**src/core/dcc_defines.svh**
```systemverilog
// Offsets, field positions, reset values and codes for one DMA channel.
// Assumes a 32-bit APB with byte addresses and one register per word.
`ifndef DCC_DEFINES_SVH
`define DCC_DEFINES_SVH

// Register byte addresses
`define DCC_CTRL_ADDR   32'h5000351C
`define DCC_SRC_ADDR    32'h50003600
`define DCC_DST_ADDR    32'h50003604
`define DCC_LEN_ADDR    32'h50003608
`define DCC_ICNT_ADDR   32'h5000360C
`define DCC_IDX_ADDR    32'h50003610
`define DCC_STAT_ADDR   32'h50003614
`define DCC_CLR_ADDR    32'h50003618
`define DCC_IEN_ADDR    32'h5000361C

// Control register fields
`define DCC_CTRL_W      14
`define DCC_CTRL_RST    14'h0000
`define DCC_F_ON        0
`define DCC_F_BW_LO     1
`define DCC_F_BW_HI     2
`define DCC_F_IRQEN     3
`define DCC_F_TRIG      4
`define DCC_F_DINC      5
`define DCC_F_SINC      6
`define DCC_F_CIRC      7
`define DCC_F_PRIO_LO   8
`define DCC_F_PRIO_HI   10
`define DCC_F_SENSE     13

// Interrupt status bits
`define DCC_EV_W        2
`define DCC_EV_MATCH    0
`define DCC_EV_DONE     1

`define DCC_RST16       16'h0000
`define DCC_RST32       32'h00000000

`endif

```
**src/core/dcc_pkg.sv**
```systemverilog
// Types shared by the DMA channel control logic.
// Assumes the constants header is compiled alongside.
package dcc_pkg;

    typedef enum logic [1:0] {
        DCC_IDLE = 2'b00,
        DCC_ARB  = 2'b01,
        DCC_XFER = 2'b11
    } dcc_state_t;

    typedef enum logic [1:0] {
        DCC_BW_BYTE = 2'b00,
        DCC_BW_HALF = 2'b01,
        DCC_BW_WORD = 2'b10,
        DCC_BW_RSVD = 2'b11
    } dcc_width_t;

endpackage : dcc_pkg

```
**src/core/dcc_channel.sv**
```systemverilog
// One DMA channel: control register, item sequencing, arbitration, IRQ.
// Assumes an APB master, a bus engine that acknowledges each item with
// xfer_done_i, and the other channels' requests and priorities as inputs.
//
// Our own choice: the APB interface to the registers.
`include "dcc_defines.svh"

module dcc_channel
    import dcc_pkg::*;
#(
    parameter int NUM_CH = 4,
    parameter int CH_IDX = 1
) (
    input wire logic ref_clk_i,
    input wire logic reset_n_i,
    input wire logic psel_i,
    input wire logic penable_i,
    input wire logic pwrite_i,
    input wire logic [31:0] paddr_i,
    input wire logic [31:0] pwdata_i,
    output logic [31:0] prdata_o,
    output logic pready_o,
    output logic pslverr_o,
    input wire logic periph_req_i,
    input wire logic [NUM_CH-1:0] other_req_i,
    input wire logic [3*NUM_CH-1:0] other_prio_i,
    output logic [NUM_CH-1:0] grant_o,
    output logic xfer_valid_o,
    output logic [31:0] src_addr_o,
    output logic [31:0] dst_addr_o,
    output logic [1:0] xfer_size_o,
    input wire logic xfer_done_i,
    output logic chan_on_o,
    output logic irq_o
);

    // Arbiter: ascending scan with strict compare keeps the lower index
    function automatic logic [NUM_CH-1:0] pick(
        input logic [NUM_CH-1:0] req,
        input logic [3*NUM_CH-1:0] prio
    );
        logic [NUM_CH-1:0] g;
        logic [2:0] best;
        logic found;
        g = '0;
        best = 3'h0;
        found = 1'b0;
        for (int i = 0; i < NUM_CH; i++) begin
            if (req[i] && (!found || prio[3*i +: 3] > best)) begin
                g = '0;
                g[i] = 1'b1;
                best = prio[3*i +: 3];
                found = 1'b1;
            end
        end
        return g;
    endfunction : pick

    // Byte step for one item
    function automatic logic [31:0] step_of(input logic [1:0] bw);
        case (bw)
            DCC_BW_BYTE: step_of = 32'h00000001;
            DCC_BW_HALF: step_of = 32'h00000002;
            DCC_BW_WORD: step_of = 32'h00000004;
            // Reserved code steps as a word rather than stalling the channel
            default: step_of = 32'h00000004;
        endcase
    endfunction : step_of

    // Software-visible registers
    logic [`DCC_CTRL_W-1:0] ctrl_q, ctrl_d;
    logic [31:0] src_q, src_d;
    logic [31:0] dst_q, dst_d;
    logic [15:0] len_q, len_d;
    logic [15:0] icnt_q, icnt_d;
    logic [15:0] idx_q, idx_d;
    logic [`DCC_EV_W-1:0] stat_q, stat_d;
    logic [`DCC_EV_W-1:0] ien_q, ien_d;
    logic [31:0] rdata_q, rdata_d;
    logic slverr_q, slverr_d;
    // Sequencer and request tracking
    dcc_state_t state_q, state_d;
    logic pend_q, pend_d;
    logic req_prev_q;
    // Addresses of the item in flight
    logic [31:0] sa_q, sa_d;
    logic [31:0] da_q, da_d;

    // Control fields
    wire logic run = ctrl_q[`DCC_F_ON];
    wire logic [1:0] bw = ctrl_q[`DCC_F_BW_HI:`DCC_F_BW_LO];
    wire logic irq_en = ctrl_q[`DCC_F_IRQEN];
    wire logic trig = ctrl_q[`DCC_F_TRIG];
    wire logic dinc = ctrl_q[`DCC_F_DINC];
    wire logic sinc = ctrl_q[`DCC_F_SINC];
    wire logic circ = ctrl_q[`DCC_F_CIRC];
    wire logic [2:0] prio = ctrl_q[`DCC_F_PRIO_HI:`DCC_F_PRIO_LO];
    wire logic sense = ctrl_q[`DCC_F_SENSE];

    // APB decode
    wire logic setup = psel_i && !penable_i;
    wire logic access = psel_i && penable_i;
    wire logic wr = access && pwrite_i;
    wire logic hit_ctrl = paddr_i == `DCC_CTRL_ADDR;
    wire logic hit_src = paddr_i == `DCC_SRC_ADDR;
    wire logic hit_dst = paddr_i == `DCC_DST_ADDR;
    wire logic hit_len = paddr_i == `DCC_LEN_ADDR;
    wire logic hit_icnt = paddr_i == `DCC_ICNT_ADDR;
    wire logic hit_idx = paddr_i == `DCC_IDX_ADDR;
    wire logic hit_stat = paddr_i == `DCC_STAT_ADDR;
    wire logic hit_clr = paddr_i == `DCC_CLR_ADDR;
    wire logic hit_ien = paddr_i == `DCC_IEN_ADDR;
    wire logic hit_any = hit_ctrl | hit_src | hit_dst | hit_len | hit_icnt
                       | hit_idx | hit_stat | hit_clr | hit_ien;
    // Read-only registers refuse writes, the clear register refuses reads
    wire logic bad = !hit_any
                   || (pwrite_i && (hit_idx || hit_stat))
                   || (!pwrite_i && hit_clr);

    // Peripheral request: level, or latched rising edge
    wire logic rise = periph_req_i && !req_prev_q;
    wire logic preq = sense ? pend_q : periph_req_i;
    wire logic ready_item = run && (!trig || preq);

    // Arbitration among all channels, this one inserted at CH_IDX
    logic [NUM_CH-1:0] all_req;
    logic [3*NUM_CH-1:0] all_prio;
    always_comb begin
        all_req = other_req_i;
        all_prio = other_prio_i;
        all_req[CH_IDX] = state_q == DCC_ARB;
        all_prio[3*CH_IDX +: 3] = prio;
    end
    wire logic [NUM_CH-1:0] grant = pick(all_req, all_prio);
    wire logic won = grant[CH_IDX];

    // Item bookkeeping
    wire logic item_done = state_q == DCC_XFER && xfer_done_i;
    // Length holds the item count minus one
    wire logic last = idx_q == len_q;
    wire logic match = idx_q == icnt_q;
    wire logic wrap = circ && trig;
    // Addresses rebuilt from the index, so a wrap needs no rewind
    wire logic [31:0] step = step_of(bw);
    wire logic [31:0] off = idx_q * step;
    wire logic [31:0] nxt_sa = sinc ? src_q + off : src_q;
    wire logic [31:0] nxt_da = dinc ? dst_q + off : dst_q;
    // Fresh start drops any index left by a stopped transfer
    wire logic start = wr && hit_ctrl && pwdata_i[`DCC_F_ON] && !run;

    // Both events need the channel's interrupt enable
    wire logic [`DCC_EV_W-1:0] ev;
    assign ev[`DCC_EV_MATCH] = item_done && match && irq_en;
    assign ev[`DCC_EV_DONE] = item_done && last && irq_en;

    // Channel sequencer
    always_comb begin
        state_d = state_q;
        case (state_q)
            DCC_IDLE: begin
                if (ready_item) begin
                    state_d = DCC_ARB;
                end
            end
            DCC_ARB: begin
                // A withdrawn level request also withdraws the bus request
                if (!ready_item) begin
                    state_d = DCC_IDLE;
                end else if (won) begin
                    state_d = DCC_XFER;
                end
            end
            DCC_XFER: begin
                if (xfer_done_i) begin
                    state_d = DCC_IDLE;
                end
            end
            default: state_d = DCC_IDLE;
        endcase
    end

    // Edge pending is consumed when the item wins the bus
    always_comb begin
        pend_d = pend_q;
        if (state_q == DCC_ARB && won) begin
            pend_d = 1'b0;
        end
        // A stopped channel forgets old edges, so a restart needs a new one
        if (!run) begin
            pend_d = 1'b0;
        end
        if (rise && sense && run) begin
            pend_d = 1'b1;
        end
    end

    // Item index and run bit; a software write beats a hardware clear
    always_comb begin
        idx_d = idx_q;
        ctrl_d = ctrl_q;
        if (item_done) begin
            if (last) begin
                idx_d = `DCC_RST16;
                if (!wrap) begin
                    ctrl_d[`DCC_F_ON] = 1'b0;
                end
            end else begin
                idx_d = idx_q + 16'h0001;
            end
        end
        if (start) begin
            idx_d = `DCC_RST16;
        end
        if (wr && hit_ctrl) begin
            ctrl_d = pwdata_i[`DCC_CTRL_W-1:0];
        end
    end

    // Other software registers
    always_comb begin
        src_d = (wr && hit_src) ? pwdata_i : src_q;
        dst_d = (wr && hit_dst) ? pwdata_i : dst_q;
        len_d = (wr && hit_len) ? pwdata_i[15:0] : len_q;
        icnt_d = (wr && hit_icnt) ? pwdata_i[15:0] : icnt_q;
        ien_d = (wr && hit_ien) ? pwdata_i[`DCC_EV_W-1:0] : ien_q;
        // New events win over a clear in the same cycle
        stat_d = stat_q;
        if (wr && hit_clr) begin
            stat_d = stat_q & ~pwdata_i[`DCC_EV_W-1:0];
        end
        stat_d = stat_d | ev;
    end

    // Item addresses are latched when the bus is won
    always_comb begin
        sa_d = sa_q;
        da_d = da_q;
        if (state_q == DCC_ARB && won) begin
            sa_d = nxt_sa;
            da_d = nxt_da;
        end
    end

    // Read data captured in setup so it comes from flip-flops
    always_comb begin
        rdata_d = rdata_q;
        slverr_d = slverr_q;
        if (setup) begin
            slverr_d = bad;
            case (1'b1)
                hit_ctrl: rdata_d = {18'h0, ctrl_q};
                hit_src: rdata_d = src_q;
                hit_dst: rdata_d = dst_q;
                hit_len: rdata_d = {16'h0000, len_q};
                hit_icnt: rdata_d = {16'h0000, icnt_q};
                hit_idx: rdata_d = {16'h0000, idx_q};
                hit_stat: rdata_d = {30'h0, stat_q};
                hit_ien: rdata_d = {30'h0, ien_q};
                default: rdata_d = `DCC_RST32;
            endcase
        end
    end

    always_ff @(posedge ref_clk_i) begin
        if (!reset_n_i) begin
            ctrl_q <= `DCC_CTRL_RST;
            src_q <= `DCC_RST32;
            dst_q <= `DCC_RST32;
            len_q <= `DCC_RST16;
            icnt_q <= `DCC_RST16;
            idx_q <= `DCC_RST16;
        end else begin
            ctrl_q <= ctrl_d;
            src_q <= src_d;
            dst_q <= dst_d;
            len_q <= len_d;
            icnt_q <= icnt_d;
            idx_q <= idx_d;
        end
    end

    always_ff @(posedge ref_clk_i) begin
        if (!reset_n_i) begin
            stat_q <= '0;
            ien_q <= '0;
            rdata_q <= `DCC_RST32;
            slverr_q <= 1'b0;
            state_q <= DCC_IDLE;
            pend_q <= 1'b0;
        end else begin
            stat_q <= stat_d;
            ien_q <= ien_d;
            rdata_q <= rdata_d;
            slverr_q <= slverr_d;
            state_q <= state_d;
            pend_q <= pend_d;
        end
    end

    always_ff @(posedge ref_clk_i) begin
        if (!reset_n_i) begin
            req_prev_q <= 1'b0;
            sa_q <= `DCC_RST32;
            da_q <= `DCC_RST32;
        end else begin
            req_prev_q <= periph_req_i;
            sa_q <= sa_d;
            da_q <= da_d;
        end
    end

    // Outputs
    assign prdata_o = rdata_q;
    // No wait states: read data was captured in the setup cycle
    assign pready_o = 1'b1;
    assign pslverr_o = access && slverr_q;
    assign grant_o = grant;
    assign xfer_valid_o = state_q == DCC_XFER;
    assign src_addr_o = sa_q;
    assign dst_addr_o = da_q;
    assign xfer_size_o = bw;
    assign chan_on_o = run;
    // Gating by the irq_en bit as well keeps a channel with irq_en clear silent; the run bit does not gate it
    assign irq_o = irq_en && |(stat_q & ien_q);

endmodule : dcc_channel

```
**config.mk**
```make
export PLATFORM = sky130hd
export DESIGN_NAME = dcc_channel
export DESIGN_NICKNAME = d
export VERILOG_FILES = /design/src/core/dcc_pkg.sv /design/src/core/dcc_channel.sv
export VERILOG_INCLUDE_DIRS = /design/src /design/src/core
export SDC_FILE = /design/constraint.sdc
export NUM_CORES = 1
export LEC_CHECK = 0
export ABC_AREA = 1
export BUFFER_PORTS_ARGS = -buffer_cell sky130_fd_sc_hd__clkbuf_2
export CAP_MARGIN = 20
export CORE_MARGIN = 5
export CORE_UTILIZATION = 35
export DETAILED_ROUTE_END_ITERATION = 16
export PLACE_DENSITY = 0.58
export SYNTH_ARGS = -nofsm -noshare
export SYNTH_HDL_FRONTEND = slang
export SYNTH_SLANG_ARGS = --single-unit
```
**constraint.sdc**
```tcl
create_clock -name ref_clk_i -period 7.2 [get_ports ref_clk_i]
set_input_delay 1.8 -clock ref_clk_i [delete_from_list [all_inputs] [get_ports ref_clk_i]]
set_output_delay 1.8 -clock ref_clk_i [all_outputs]
set_load 0.05 [all_outputs]
```
==> summary.md <==
| Metric | Value |
|---|---|
| Outcome | complete, no violations |
| Worst slew pin tran | 1.075 ns |
| Kind of start point of the critical path | primary input |
| Synth async-reset ratio | 0 |
| Residual antenna-violating net count after detailed routing | 0 |
| TritonCTS clock tree | yes |
| Sequential cell fraction of total power | 0.429 |
| Mean instance size in the synthesized netlist | roughly 6.6 um^2 |
| Commonest cells after routing, fill and taps aside | sky130_fd_sc_hd__nand2_1, sky130_fd_sc_hd__nor2_1, sky130_fd_sc_hd__inv_1 |
| First-pass GRT wire length | ~86,000 um |
| Design Area, Final | roughly 0.017 mm^2 |
| DRC violation count after routing | 0 |
| Final worst path period need | 6.981 ns |
| Antenna violations before repair | 0 |
| Area delta synth->final | 16.68% |
| Worst-case clock skew | around 0.013 ns |
| Clock Pin Slew Worst Setup and Hold Paths | ~0.06 ns |
| Critical path buffers and inverters | 5 |
| Number of endpoints with negative hold slack in the final report | 0 |
| Multi-input gate area in the final layout | about 0.009 mm^2 |
| Post-placement setup slack | 0.05732 ns |
| Category of the critical setup timing path | primary input to output pin |
| Average vias per placed instance | 5.320 |
| Switching power share of the total | 0.2301 |
| Met3 Track Usage GR | 0.03896 |
| Largest net degree at the start of global routing | 79 |
| Most common cell after layout, fill and taps aside | sky130_fd_sc_hd__nand2_1 |
| Critical path data required time | roughly 5.4 ns |
| Global placer's final weighted congestion | about 0.93 |
| Endpoint arrival time on the critical path | between 5 and 6 ns |
| Post-synth EDFFs | 0 |
| Cell type group with the largest total delay on the critical path | simple AND/OR/NAND/NOR gates |
| Slowest Stage Delay on Critical Path | about 0.33 ns |
| Inserted Diodes | 0 |
| Share of post-route cells with drive strength above 1 | 0.1194 |
| Top flip-flop cell by instance count after synthesis | sky130_fd_sc_hd__dfxtp_1 |
| Share of total power in the clock network | 0.527 |
| Number of sinks on the clock net | approximately 230 |
| Total CTS buffers | 28 |
| Max Freq | 143.2 MHz |
| Non-filler instance count after layout | slightly below 3,000 |
| Width of the die | 215.6 um |
| Detailed router's first-iteration violation count | ~1,300 |
| Number of failing setup endpoints in the final timing report | 0 |
| Die Height | around 220 um |
| Worst vdd ir | between 150 and 200 uV |
| Reg area | between 0.004 and 0.005 mm^2 |
| Total power after layout | between 2 and 3 mW |
| Site Rows | 75 |
| Highest-delay cell along the critical path | sky130_fd_sc_hd__ha_1 |
| Global-route track usage on met1 | 0.3249 |
| Most numerous cell on the critical path | sky130_fd_sc_hd__nand2_1 |
| Number of filler instances in the final layout | 4,444 |
| Initial standard-cell utilization of the core | 0.3534 |
| Number of global-route vias before repair | around 15,000 |
| GRT Overall Usage | 0.2291 |
| Number of levels in the clock H-tree | 1 |
| Detail Placement HPWL | 42,020 um |
| Endpoint type of the worst setup path | output pin |
| Root buffer cell | sky130_fd_sc_hd__clkbuf_16 |
| WL final | 55,540 um |
| Skew-Pair Late Insertion Delay | around 0.57 ns |
| Input/output buffers | between 150 and 200 |
| Placed insts | around 2,900 |
| Net count, final | 2,537 |
| Worst-case register-to-register setup slack | roughly 1.8 ns |
| Core region area | 0.04185 mm^2 |
| PnR worst setup slack | around 0.22 ns |
| PwrDens | roughly 170 mW/mm^2 |
| Remaining Overflow, GRT | 0 |
| # Max-Cap Violations | 0 |
| Netlist area before placement | between 0.01 and 0.015 mm^2 |
| Proportion of synthesized chip area in sequential cells | 0.3127 |
| Maximum fanout count along the critical path | 7 |
| Leakage | ~7.5 nW |
| 1st-pass router iterations | 5 |
| Relative max-transition margin | 0.2825 |
| WHS | approximately 0.46 ns |
| Die ar. | between 0.04 and 0.05 mm^2 |
| Flop and latch count out of synthesis | approximately 230 |
| Gate count after technology mapping | roughly 2,200 |
| Boundary Pins | ~190 |
| Crit share post-route | 0.9696 |
| Worst Hold Class | flop to flop |
| Top Usage Layer GRT | met2 |
| Number of warnings reported in the yosys synthesis log | 0 |
| Buffers from clock root to sink, at most | 3 |
| Part of the power in combinational logic | 0.044 |
| Met2 Track Usage GR | 0.3599 |
| Total via count in the routed design | between 15,000 and 20,000 |
| Switching Power | 0.6865 mW |
| Cell area after placement | roughly 0.016 mm^2 |
| Internal power component | ~2.3 mW |
| Wire length per cell | 18.98 um |
| Net Count, Synth | approximately 2,400 |
| Final slew viol count | 0 |
| Hold bufs inserted after CTS | 0 |
| Netlist cell types | 47 |
==> layer usage <==
metal / wire (um) / vias to the layer above / part of all wire
met2: 24160 / 591 / 0.44
met4: 1666 / 0 / 0.030
met3: 4132 / 86 / 0.074
li1: - / 7661 / -
met1: 25580 / 7228 / 0.46
met5: 0 / - / 0
==> per-stage QoR <==
stage	util	setup TNS [ns]
2_1_floorplan	-	0
3_3_place_gp	0.3863	0
3_5_place_dp	0.3863	0
4_1_cts	0.4108	0
5_1_grt	0.4123	-0.004003
6_report	0.4123	0
==> flip-flops by register name (all words and copies together) (netlist names) <==
register    count
ctrl_q         14
dst_addr_o     32
dst_q          32
icnt_q         16
idx_q          16
ien_q           2
len_q          16
pend_q          1
prdata_o       32
req_prev_q      1
slverr_q        1
src_addr_o     32
src_q          32
stat_q          2
state_q         2
==> power by group through the flow <==
stage / clock [mW] / sequential (mW) / combinational (mW)
after floorplan: 0 / 1.31 / 0.0660
after global placement: 0 / 1.31 / 0.128
after detailed placement: 0 / 1.31 / 0.128
after CTS: 1.60 / 1.28 / 0.129
after global routing: 1.65 / 1.28 / 0.143
final: 1.57 / 1.28 / 0.132
==> synthesized netlist by cell type (12+ instances only) <==
master	number	share of area
sky130_fd_sc_hd__xor2_1	47	0.028
sky130_fd_sc_hd__nand4_1	41	0.017
sky130_fd_sc_hd__ha_1	66	0.056
sky130_fd_sc_hd__fa_1	17	0.023
sky130_fd_sc_hd__a31oi_1	12	0.0051
sky130_fd_sc_hd__nand3_1	112	0.038
sky130_fd_sc_hd__xnor2_1	18	0.011
sky130_fd_sc_hd__o21ai_0	174	0.059
sky130_fd_sc_hd__nor3_1	56	0.019
sky130_fd_sc_hd__dfxtp_1	231	0.31
sky130_fd_sc_hd__o22ai_1	20	0.0085
sky130_fd_sc_hd__a211oi_1	59	0.030
sky130_fd_sc_hd__o211ai_1	28	0.014
sky130_fd_sc_hd__nand2_1	440	0.11
sky130_fd_sc_hd__a21oi_1	191	0.065
sky130_fd_sc_hd__inv_1	258	0.065
sky130_fd_sc_hd__nor2_1	286	0.073
sky130_fd_sc_hd__clkbuf_1	94	0.024
==> repair_timing <==
action	4_1_cts	5_1_grt
resized for setup	0	10
buffers inserted	0	2
endpoints found under the setup margin	0	4
==> worst min-delay path: stages (launching register included) <==
cell and delay (ns):
sky130_fd_sc_hd__dfxtp_1 0.31, sky130_fd_sc_hd__nand2_1 0.06, sky130_fd_sc_hd__a21oi_1 0.05
==> cell families (layout without fill, tap and decap cells) <==
| group | after synthesis | in the layout | share of synthesized area |
|---|---|---|---|
| DFF | 231 | 231 | 0.3127 |
| adders and majority gates | 83 | 83 | 0.07885 |
| xor gates and xnor gates | 65 | 65 | 0.03849 |
| and+or+nand+nor | 975 | 975 | 0.2788 |
| AOI/OAI and AO/OA | 509 | 509 | 0.1937 |
| buffers and inverters | 374 | 523 | 0.09721 |
| other | 1 | 1 | 0.0002536 |
==> worst paths after layout <==
kind | start | end | cells after the start
setup reg to reg | ctrl_q[2]$_SDFFE_PN0P_ | dst_addr_o[26]$_SDFFE_PN0P_ | 28
hold reg to reg | prdata_o[20]$_SDFFE_PN0P_ | prdata_o[20]$_SDFFE_PN0P_ | 2
setup / recovery | other_req_i[0] | grant_o[1] | 30
hold / removal | prdata_o[20]$_SDFFE_PN0P_ | prdata_o[20]$_SDFFE_PN0P_ | 2
==> layout make-up <==
class / instances / area share
repair buffers: 212 / 0.06816
flip-flops and latches: 231 / 0.2680
multi-input cells: 1633 / 0.5083
inverters: 261 / 0.05692
clock inverters: 11 / 0.01131
well taps: 539 / 0.03908
clock buffers: 39 / 0.04822
Power figures use the tool's default switching activity.
